--- config.mk ---
export PLATFORM = sky130hd
export DESIGN_NAME = sbw_supervisor
export DESIGN_NICKNAME = d
export VERILOG_FILES = /design/src/sbw_pkg.sv /design/src/sbw_supervisor.sv
export VERILOG_INCLUDE_DIRS = /design/src /design/src/src
export SDC_FILE = /design/constraint.sdc
export NUM_CORES = 1
export LEC_CHECK = 0
export BUFFER_PORTS_ARGS = -buffer_cell sky130_fd_sc_hd__buf_2
export CAP_MARGIN = 20
export CORE_MARGIN = 3
export CORE_UTILIZATION = 40
export DETAILED_ROUTE_END_ITERATION = 8
export MAX_ROUTING_LAYER = met4
export SETUP_SLACK_MARGIN = 0.5
export SLEW_MARGIN = 10
export SYNTH_ARGS = -nofsm -noshare
export SYNTH_HDL_FRONTEND = slang
export SYNTH_SLANG_ARGS = --single-unit
--- constraint.sdc ---
create_clock -name core_clk -period 9.6 [get_ports core_clk]
set_input_delay 1.44 -clock core_clk [delete_from_list [all_inputs] [get_ports core_clk]]
set_output_delay 1.44 -clock core_clk [all_outputs]
set_load 0.03 [all_outputs]
--- src/sbw_cfg.svh ---
`ifndef SBW_CFG_SVH
`define SBW_CFG_SVH

// Core clock in kHz (20 MHz)
`define SBW_CLK_KHZ 20000
// Timing figures in their own units
`define SBW_CFG_TIMEOUT_MS 350
`define SBW_IRQ_PULSE_US 10
`define SBW_DEGLITCH_US 40
`define SBW_RESET_PULSE_MS 1
`define SBW_IRQ_TO_SPI_US 20
// Watchdog periods per two-bit period field
`define SBW_WD_P0_MS 10
`define SBW_WD_P1_MS 45
`define SBW_WD_P2_MS 100
`define SBW_WD_P3_MS 350
// Derived cycle counts
`define SBW_US_CYC(us) ((us) * `SBW_CLK_KHZ / 1000)
`define SBW_MS_CYC(ms) ((ms) * `SBW_CLK_KHZ)
// Reset values
`define SBW_RST_WINDOW 1'b1
`define SBW_RST_PERIOD 2'b00
`define SBW_RST_SAFE 1'b0

`endif

--- src/sbw_pkg.sv ---
package sbw_pkg;
  // Device operating modes
  typedef enum logic [2:0] {
    SBW_RESET,
    SBW_NREQ,
    SBW_NORMAL,
    SBW_STANDBY,
    SBW_STOP,
    SBW_SLEEP
  } sbw_mode_t;
  // Origin of the current configuration phase
  typedef enum logic [1:0] {
    SBW_FROM_POWER,
    SBW_FROM_STOP,
    SBW_FROM_SLEEP
  } sbw_origin_t;
endpackage

--- src/sbw_supervisor.sv ---
`timescale 1ns/1ps
`default_nettype none
`include "sbw_cfg.svh"

// Summary of operation
// - Unconfigured 350 ms: reset, then retry forever
// - Unconfigured after sleep wake: back to sleep
// - Device wake in stop: config plus pulse
// - Chip-select rising in stop wakes device
// - Overcurrent in stop wakes, no flag set
// - Wake pulse 10 us long on entering config from stop
// - Record CAN or input-change cause of a stop wake
// - Ignore SPI until delay after pulse
// - Stop watchdog expiry asserts reset, reconfigures
// - Stop taken at chip-select rising edge
// - Overcurrent wake blanked 40 us after stop
// - Window or timeout watchdog in normal, standby
// - Two-bit period field, 10 to 350 ms
// - Closed-window clear triggers reset in mode 1, fault only in safe mode
// - Timing register access clears watchdog
// - Supply low holds reset low
// - Power-on: reset low until supply good
// - Mode 1 timeout: reset pulse fixed time
// - Timeout drives fault low until register access
// - Safe mode timeout in normal, standby: no reset, fault only
// - Safe bit picks mode, default mode 1
// - Config write ends timer, enters requested mode
// - Reset mode: timer, then configuration mode
module sbw_supervisor
  import sbw_pkg::*;
(
  // Clock and reset
  input wire logic core_clk,
  input wire logic rst,
  // Chip select pin, active low, asynchronous
  input wire logic spi_cs_n,
  // Decoded SPI events from the frame logic, core clock domain
  input wire logic wd_cfg_write,
  input wire logic wd_cfg_standby,
  input wire logic window_select_bit,
  input wire logic period_select_bit0,
  input wire logic period_select_bit1,
  input wire logic watchdog_timing_reg_access,
  input wire logic stop_cmd,
  input wire logic sleep_cmd,
  input wire logic safe_mode_bit,
  input wire logic mode_ctrl_write,
  input wire logic wd_stop_enable,
  // Analog and wake sources, asynchronous
  input wire logic supply_good,
  input wire logic can_wake,
  input wire logic input_change_wake,
  input wire logic stop_current_wake_threshold,
  input wire logic forced_wake,
  input wire logic sleep_wake,
  // Wake status clears
  input wire logic wake_flags_clear,
  // Outputs
  output logic reset_out_n,
  output logic watchdog_fault_output_n,
  output logic irq_out_n,
  output logic spi_accept,
  output logic can_wake_flag,
  output logic input_change_flags,
  output logic safe_mode,
  output logic window_mode,
  output logic [1:0] wd_period,
  output sbw_mode_t mode
);

  // Cycle counts derived from the timing figures
  localparam int CFG_CYC = `SBW_MS_CYC(`SBW_CFG_TIMEOUT_MS);
  localparam int IRQ_CYC = `SBW_US_CYC(`SBW_IRQ_PULSE_US);
  localparam int DGL_CYC = `SBW_US_CYC(`SBW_DEGLITCH_US);
  localparam int RST_CYC = `SBW_MS_CYC(`SBW_RESET_PULSE_MS);
  localparam int SPI_CYC = `SBW_US_CYC(`SBW_IRQ_TO_SPI_US);
  localparam int CW = 24;

  // Watchdog period in cycles for a period field
  function automatic logic [CW-1:0] period_cyc(input logic [1:0] sel);
    case (sel)
      2'b00: period_cyc = CW'(`SBW_MS_CYC(`SBW_WD_P0_MS));
      2'b01: period_cyc = CW'(`SBW_MS_CYC(`SBW_WD_P1_MS));
      2'b10: period_cyc = CW'(`SBW_MS_CYC(`SBW_WD_P2_MS));
      default: period_cyc = CW'(`SBW_MS_CYC(`SBW_WD_P3_MS));
    endcase
  endfunction

  // Two-flop synchronisers for all asynchronous inputs
  localparam int NS = 7;
  // Chip select idles high, so its chain starts high to avoid a false edge
  localparam logic [NS-1:0] SYNC_RST = 7'h40;
  logic [NS-1:0] async_in;
  logic [NS-1:0] sync1_reg;
  logic [NS-1:0] sync2_reg;
  assign async_in = {spi_cs_n, supply_good, can_wake, input_change_wake,
                     stop_current_wake_threshold, forced_wake, sleep_wake};
  genvar gi;
  generate
    for (gi = 0; gi < NS; gi++) begin : g_sync
      always_ff @(posedge core_clk or posedge rst) begin
        if (rst) begin
          sync1_reg[gi] <= SYNC_RST[gi];
          sync2_reg[gi] <= SYNC_RST[gi];
        end else begin
          sync1_reg[gi] <= async_in[gi];
          sync2_reg[gi] <= sync1_reg[gi];
        end
      end
    end
  endgenerate

  logic cs_s, vgood_s, canw_s, inw_s, ocw_s, fw_s, slw_s;
  assign {cs_s, vgood_s, canw_s, inw_s, ocw_s, fw_s, slw_s} = sync2_reg;

  // Previous chip-select level for edge detection
  logic cs_prev_reg;
  always_ff @(posedge core_clk or posedge rst) begin
    if (rst) begin
      cs_prev_reg <= 1'b1;
    end else begin
      cs_prev_reg <= cs_s;
    end
  end
  logic cs_rise;
  assign cs_rise = cs_s & ~cs_prev_reg;

  // State registers
  sbw_mode_t mode_reg;
  sbw_origin_t origin_reg;
  logic [CW-1:0] tmr_reg;      // Mode timer: config, reset, deglitch
  logic [CW-1:0] wd_cnt_reg;   // Watchdog period counter
  logic stop_pend_reg;         // Stop command waiting for frame end
  logic fault_reg;             // Watchdog fault latched
  logic [9:0] irq_cnt_reg;     // Interrupt pulse length
  logic [9:0] spi_cnt_reg;     // Post-pulse SPI blanking
  logic irq_arm_reg;           // Pulse owed after stop wake
  logic safe_reg;
  logic window_reg;
  logic [1:0] period_reg;

  // Derived watchdog events
  logic [CW-1:0] per_now;
  logic wd_active, wd_expire, closed, wd_clear_ok, wd_clear_bad;
  logic stop_wd, stop_wake, oc_armed, accept;
  assign per_now = period_cyc(period_reg);
  // Commands are refused from the wake edge on, not only once the pulse starts
  assign accept = (spi_cnt_reg == '0) && !irq_arm_reg;
  assign wd_active = (mode_reg == SBW_NORMAL) || (mode_reg == SBW_STANDBY);
  assign stop_wd = (mode_reg == SBW_STOP) && wd_stop_enable;
  assign wd_expire = (wd_active || stop_wd) && (wd_cnt_reg >= per_now - 1'b1);
  // Closed part is the first half of the period
  assign closed = window_reg && (wd_cnt_reg < (per_now >> 1));
  assign wd_clear_ok = wd_active && accept && watchdog_timing_reg_access && !closed;
  assign wd_clear_bad = wd_active && accept && watchdog_timing_reg_access && closed;
  // Overcurrent wake only after the deglitch time has run out
  assign oc_armed = (tmr_reg >= CW'(DGL_CYC));
  assign stop_wake = (mode_reg == SBW_STOP) &&
                     (canw_s || inw_s || fw_s || cs_rise || (ocw_s && oc_armed));

  // Watchdog configuration and safe bit; mode 1 after reset
  always_ff @(posedge core_clk or posedge rst) begin
    if (rst) begin
      safe_reg <= `SBW_RST_SAFE;
      window_reg <= `SBW_RST_WINDOW;
      period_reg <= `SBW_RST_PERIOD;
    end else if (accept) begin
      if (mode_ctrl_write) begin
        safe_reg <= safe_mode_bit;
      end
      if (wd_cfg_write) begin
        window_reg <= window_select_bit;
        period_reg <= {period_select_bit1, period_select_bit0};
      end
    end
  end

  // Main mode sequencer
  always_ff @(posedge core_clk or posedge rst) begin
    if (rst) begin
      mode_reg <= SBW_RESET;
      origin_reg <= SBW_FROM_POWER;
      tmr_reg <= '0;
      stop_pend_reg <= 1'b0;
      irq_arm_reg <= 1'b0;
    end else begin
      irq_arm_reg <= 1'b0;
      case (mode_reg)
        SBW_RESET: begin
          // A stop request never outlives a reset
          stop_pend_reg <= 1'b0;
          // Reset timer only runs once the supply is good
          if (!vgood_s) begin
            tmr_reg <= '0;
          end else if (tmr_reg >= CW'(RST_CYC - 1)) begin
            mode_reg <= SBW_NREQ;
            tmr_reg <= '0;
          end else begin
            tmr_reg <= tmr_reg + 1'b1;
          end
        end
        SBW_NREQ: begin
          if (accept && wd_cfg_write) begin
            mode_reg <= wd_cfg_standby ? SBW_STANDBY : SBW_NORMAL;
            tmr_reg <= '0;
          end else if (tmr_reg >= CW'(CFG_CYC - 1)) begin
            tmr_reg <= '0;
            if (origin_reg == SBW_FROM_SLEEP) begin
              mode_reg <= SBW_SLEEP;
            end else begin
              mode_reg <= SBW_RESET;
              origin_reg <= SBW_FROM_POWER;
            end
          end else begin
            tmr_reg <= tmr_reg + 1'b1;
          end
        end
        SBW_NORMAL, SBW_STANDBY: begin
          if (accept && stop_cmd) begin
            stop_pend_reg <= 1'b1;
          end
          if (wd_expire && !safe_reg) begin
            mode_reg <= SBW_RESET;
            tmr_reg <= '0;
          end else if (wd_clear_bad && !safe_reg) begin
            mode_reg <= SBW_RESET;
            tmr_reg <= '0;
          end else if (stop_pend_reg && cs_rise) begin
            mode_reg <= SBW_STOP;
            stop_pend_reg <= 1'b0;
            tmr_reg <= '0;
          end else if (accept && sleep_cmd) begin
            mode_reg <= SBW_SLEEP;
          end
        end
        SBW_STOP: begin
          if (!oc_armed) begin
            tmr_reg <= tmr_reg + 1'b1;
          end
          if (stop_wd && wd_expire) begin
            mode_reg <= SBW_RESET;
            origin_reg <= SBW_FROM_POWER;
            tmr_reg <= '0;
          end else if (stop_wake) begin
            mode_reg <= SBW_NREQ;
            origin_reg <= SBW_FROM_STOP;
            tmr_reg <= '0;
            irq_arm_reg <= 1'b1;
          end
        end
        default: begin
          // Sleep: wake goes through reset first
          if (slw_s || canw_s || inw_s || fw_s) begin
            mode_reg <= SBW_RESET;
            origin_reg <= SBW_FROM_SLEEP;
            tmr_reg <= '0;
          end
        end
      endcase
      // Supply drop forces reset from any powered mode
      if (!vgood_s && mode_reg != SBW_SLEEP) begin
        mode_reg <= SBW_RESET;
        tmr_reg <= '0;
      end
    end
  end

  // Watchdog period counter
  always_ff @(posedge core_clk or posedge rst) begin
    if (rst) begin
      wd_cnt_reg <= '0;
    end else if (!(wd_active || stop_wd) || wd_expire || wd_clear_ok ||
                 (accept && wd_cfg_write)) begin
      wd_cnt_reg <= '0;
    end else begin
      wd_cnt_reg <= wd_cnt_reg + 1'b1;
    end
  end

  // Watchdog fault latch; set wins over the clearing access
  always_ff @(posedge core_clk or posedge rst) begin
    if (rst) begin
      fault_reg <= 1'b0;
    end else if (wd_expire || wd_clear_bad) begin
      fault_reg <= 1'b1;
    end else if (accept && (watchdog_timing_reg_access || wd_cfg_write)) begin
      fault_reg <= 1'b0;
    end
  end

  // Wake interrupt pulse, then SPI blanking window
  always_ff @(posedge core_clk or posedge rst) begin
    if (rst) begin
      irq_cnt_reg <= '0;
      spi_cnt_reg <= '0;
    end else if (irq_arm_reg) begin
      irq_cnt_reg <= 10'(IRQ_CYC);
      spi_cnt_reg <= 10'(IRQ_CYC + SPI_CYC);
    end else begin
      if (irq_cnt_reg != '0) begin
        irq_cnt_reg <= irq_cnt_reg - 1'b1;
      end
      if (spi_cnt_reg != '0) begin
        spi_cnt_reg <= spi_cnt_reg - 1'b1;
      end
    end
  end

  // Wake cause flags; a new cause wins over a clear
  always_ff @(posedge core_clk or posedge rst) begin
    if (rst) begin
      can_wake_flag <= 1'b0;
      input_change_flags <= 1'b0;
    end else begin
      if (stop_wake && canw_s) begin
        can_wake_flag <= 1'b1;
      end else if (wake_flags_clear) begin
        can_wake_flag <= 1'b0;
      end
      if (stop_wake && inw_s) begin
        input_change_flags <= 1'b1;
      end else if (wake_flags_clear) begin
        input_change_flags <= 1'b0;
      end
    end
  end

  // Registered pin outputs; the host relies on the interrupt to resume
  always_ff @(posedge core_clk or posedge rst) begin
    if (rst) begin
      reset_out_n <= 1'b0;
      watchdog_fault_output_n <= 1'b0;
      irq_out_n <= 1'b1;
    end else begin
      reset_out_n <= !(mode_reg == SBW_RESET || mode_reg == SBW_SLEEP);
      watchdog_fault_output_n <= !fault_reg;
      irq_out_n <= (irq_cnt_reg == '0);
    end
  end

  assign spi_accept = accept;
  assign safe_mode = safe_reg;
  assign window_mode = window_reg;
  assign wd_period = period_reg;
  assign mode = mode_reg;

endmodule
`default_nettype wire

==> summary.txt <==
Outcome - complete, no violations
Cell Pwr Density - 129 nW/um2
Setup WS pre-CTS - 5610 ps
Final min period - 4050 ps
Net Count, Synth - 684
Final TNS setup - 0 ps
Top_reg_cell synth - dfrtp_1
Final Skew - 6.71 ps
FFs w/ async S/R, synth - 1.00
Clk_lat worst skew - 350 ps
Largest net degree at the start of global routing - 61
Top-count cell post-synth - dfrtp_1
Filler cells - 1338
Top cell type's share of synthesized area - 0.402
WL met3 - 606 um
Yosys top cell by area - dfrtp_1
Critical path arrival - 4300 ps
Initial Util - 0.418
Crit end category - register
RSZ-0062 raised after global routing - no
Final Max Slew Viols - 0
H-tree depth - 3
Die height - 128 um
Initial DRC Count - 417
Slowest CP cell - nor2_1
Vias per std cell - 5.59
Drt pass-1 iters - 5
Placer Congestion - 0.893
Worst hold path class - reg -> reg
Rows - 43
Syn avg cell area - 9.63 um2
Final Util - 0.459
Area growth syn-to-layout - 9.93%
Antenna-violating nets left - 0
CTS max path bufs - 2
Commonest cells in the synthesized netlist - dfrtp_1, nor2_1, ha_1, nand2_1, o21ai_0
Total CTS buffers - 9
Register area share after synthesis - 0.424
Share of cells above drive strength 1 - 0.120
Met2 WL - 5.67 mm
Synth Cell Area - 5910 um2
Fmax - 0.247 GHz
Initial antenna violation count - 0
CTS Sinks - 100
CTS Hold Buffers Added - 0
Cts repair resizes - 0
Critical path, cell by cell - inv_1 > ha_1 > inv_1 > ha_1 > nand4_1 > nor3_1 > a221o_1 > o31a_1 > o21ba_4 > nor2_1 > nand2b_1 > o41ai_2
Post-layout worst setup margin - 5550 ps
Ranking of synthesized cells by area - dfrtp_1, ha_1, nor2_1, nand2_1, o21ai_0
# setup viols final - 0
Routed len/inst - 16.1 um
Antenna diode count - 0
CORE AREA - 14100 um2
Post-Syn Instances - 614
Peak supply drop - 0.0788 mV
Die X - 128 um
CTS root buffer - clkbuf_16
Synthesis-stage register bit count - 100
Die ar. - 16300 um2
Hold Fails Final Rpt - 0
Leakage power - 3.05 nW
Period utilization - 0.421
GRT Resource Usage Total - 0.178
Uppermost layer routed - met4
Max Fanout on Critical Path - 11
Least-Margin Pin Slew - 848 ps
Synth unique cells - 68
Kind of critical path - reg -> reg
Reg2Reg Setup Slack - 5550 ps
CTS tree - done
Yosys warns - 0
Grt ovf - 0
Post-synth EDFFs - 0
Slew headroom - 0.433
Io pins - 34
Setup crit start kind - register
Worst-path clk slew - 70 ps
Drc violations - 0
Crit path required time - 9850 ps
Routed met1 length - 6.88 mm
Fin nets - 715
Vias - 4636
Max Cap Viol - 0
Detailed Route WL - 13.4 mm
Crit path largest cell delay - 650 ps
Vias in the first global route - 4526
IO Port Bufs - 33
First-pass GRT wire length - 22.7 mm
Setup Fix Bufs, Post-CTS - 0
Hpwl dp - 9.81 mm
==> where the power goes <==
part           internal [mW]  total [mW]  switching [mW]
logic                 0.0206      0.0615          0.0409
registers              0.428       0.433         0.00550
clock network          0.177       0.343           0.165
==> logic make-up after synthesis <==
family / count (synthesis) / synth area share
compound gates: 130 / 0.160
xor+xnor: 30 / 0.0444
fa+ha+maj: 49 / 0.104
buf+inv: 42 / 0.0337
flops: 100 / 0.424
mux: 6 / 0.0108
other cells: 1 / 0.000634
simple gates: 256 / 0.223
==> metrics by stage <==
step                      hold WS (ps)  cells  power, mW  instance area [um2]
after detailed placement           335    814      0.503                 6220
after CTS                          351    830      0.849                 6500
after global placement             334    814      0.500                 6220
after floorplan                    331    614      0.483                 5910
final                              349    830      0.837                 6500
after global routing               362    830      0.874                 6500
==> critical path: cells and delay by family, from the launching register on <==
| kind | cells | cell delay (ps) |
|---|---|---|
| and+or+nand+nor | 4 | 1290 |
| AOI/OAI and AO/OA | 4 | 1290 |
| adders and majority gates | 2 | 540 |
| buffers and inverters | 2 | 370 |
| DFF | 1 | 450 |
==> placed cells by master (no fill, tap or decap), drive strengths merged, types with 3 or more instances in the layout <==
cell	netlist	final
o31ai	5	5
a211o	3	3
mux2i	3	3
nor2	70	70
o21bai	9	9
o21ai	30	30
nor3	19	19
or3	9	9
a21o	10	10
a21oi	22	22
a31oi	5	5
xnor2	14	14
and4	6	6
clkinv	0	3
nand4	14	14
xor2	16	16
and3	11	11
mux2	3	3
a221oi	3	3
nor2b	7	7
nand2	45	45
nor3b	3	3
nand2b	8	8
clkbuf	7	9
nand3	29	29
inv	27	29
o41ai	3	3
and2	10	10
dfrtp	95	95
a22o	12	12
dfstp	5	5
nor4	9	9
or4	4	4
or2	6	6
a221o	3	3
ha	49	49
buf	8	35
==> per-layer routing <==
metal  track usage  vias up
met5             -        -
met4        0.0605        0
met3        0.0322       15
met2         0.250      103
met1         0.260     2231
li1              -     2287
==> final timing paths <==
check | from | cells past startpoint | endpoint
setup / recovery | wd_period[0] | 12 | tmr_reg[16]
hold / removal | sync1_reg[4] | 0 | canw_s
setup reg to reg | wd_period[0] | 12 | tmr_reg[16]
hold reg to reg | sync1_reg[4] | 0 | canw_s
max in group asynchronous | rst | 3 | tmr_reg[10]
min in group asynchronous | rst | 2 | irq_cnt_reg[0]
==> final cells by class <==
class,count,area [um2],share of cell area
multi-input cells,472,3200,0.493
clock inverters,7,51.3,0.00789
repair buffers,35,180,0.0277
clock buffers,9,225,0.0347
flip-flops and latches,100,2510,0.386
well taps,180,225,0.0347
inverters,27,104,0.0160
No activity file was read; power rests on OpenSTA's default activity.
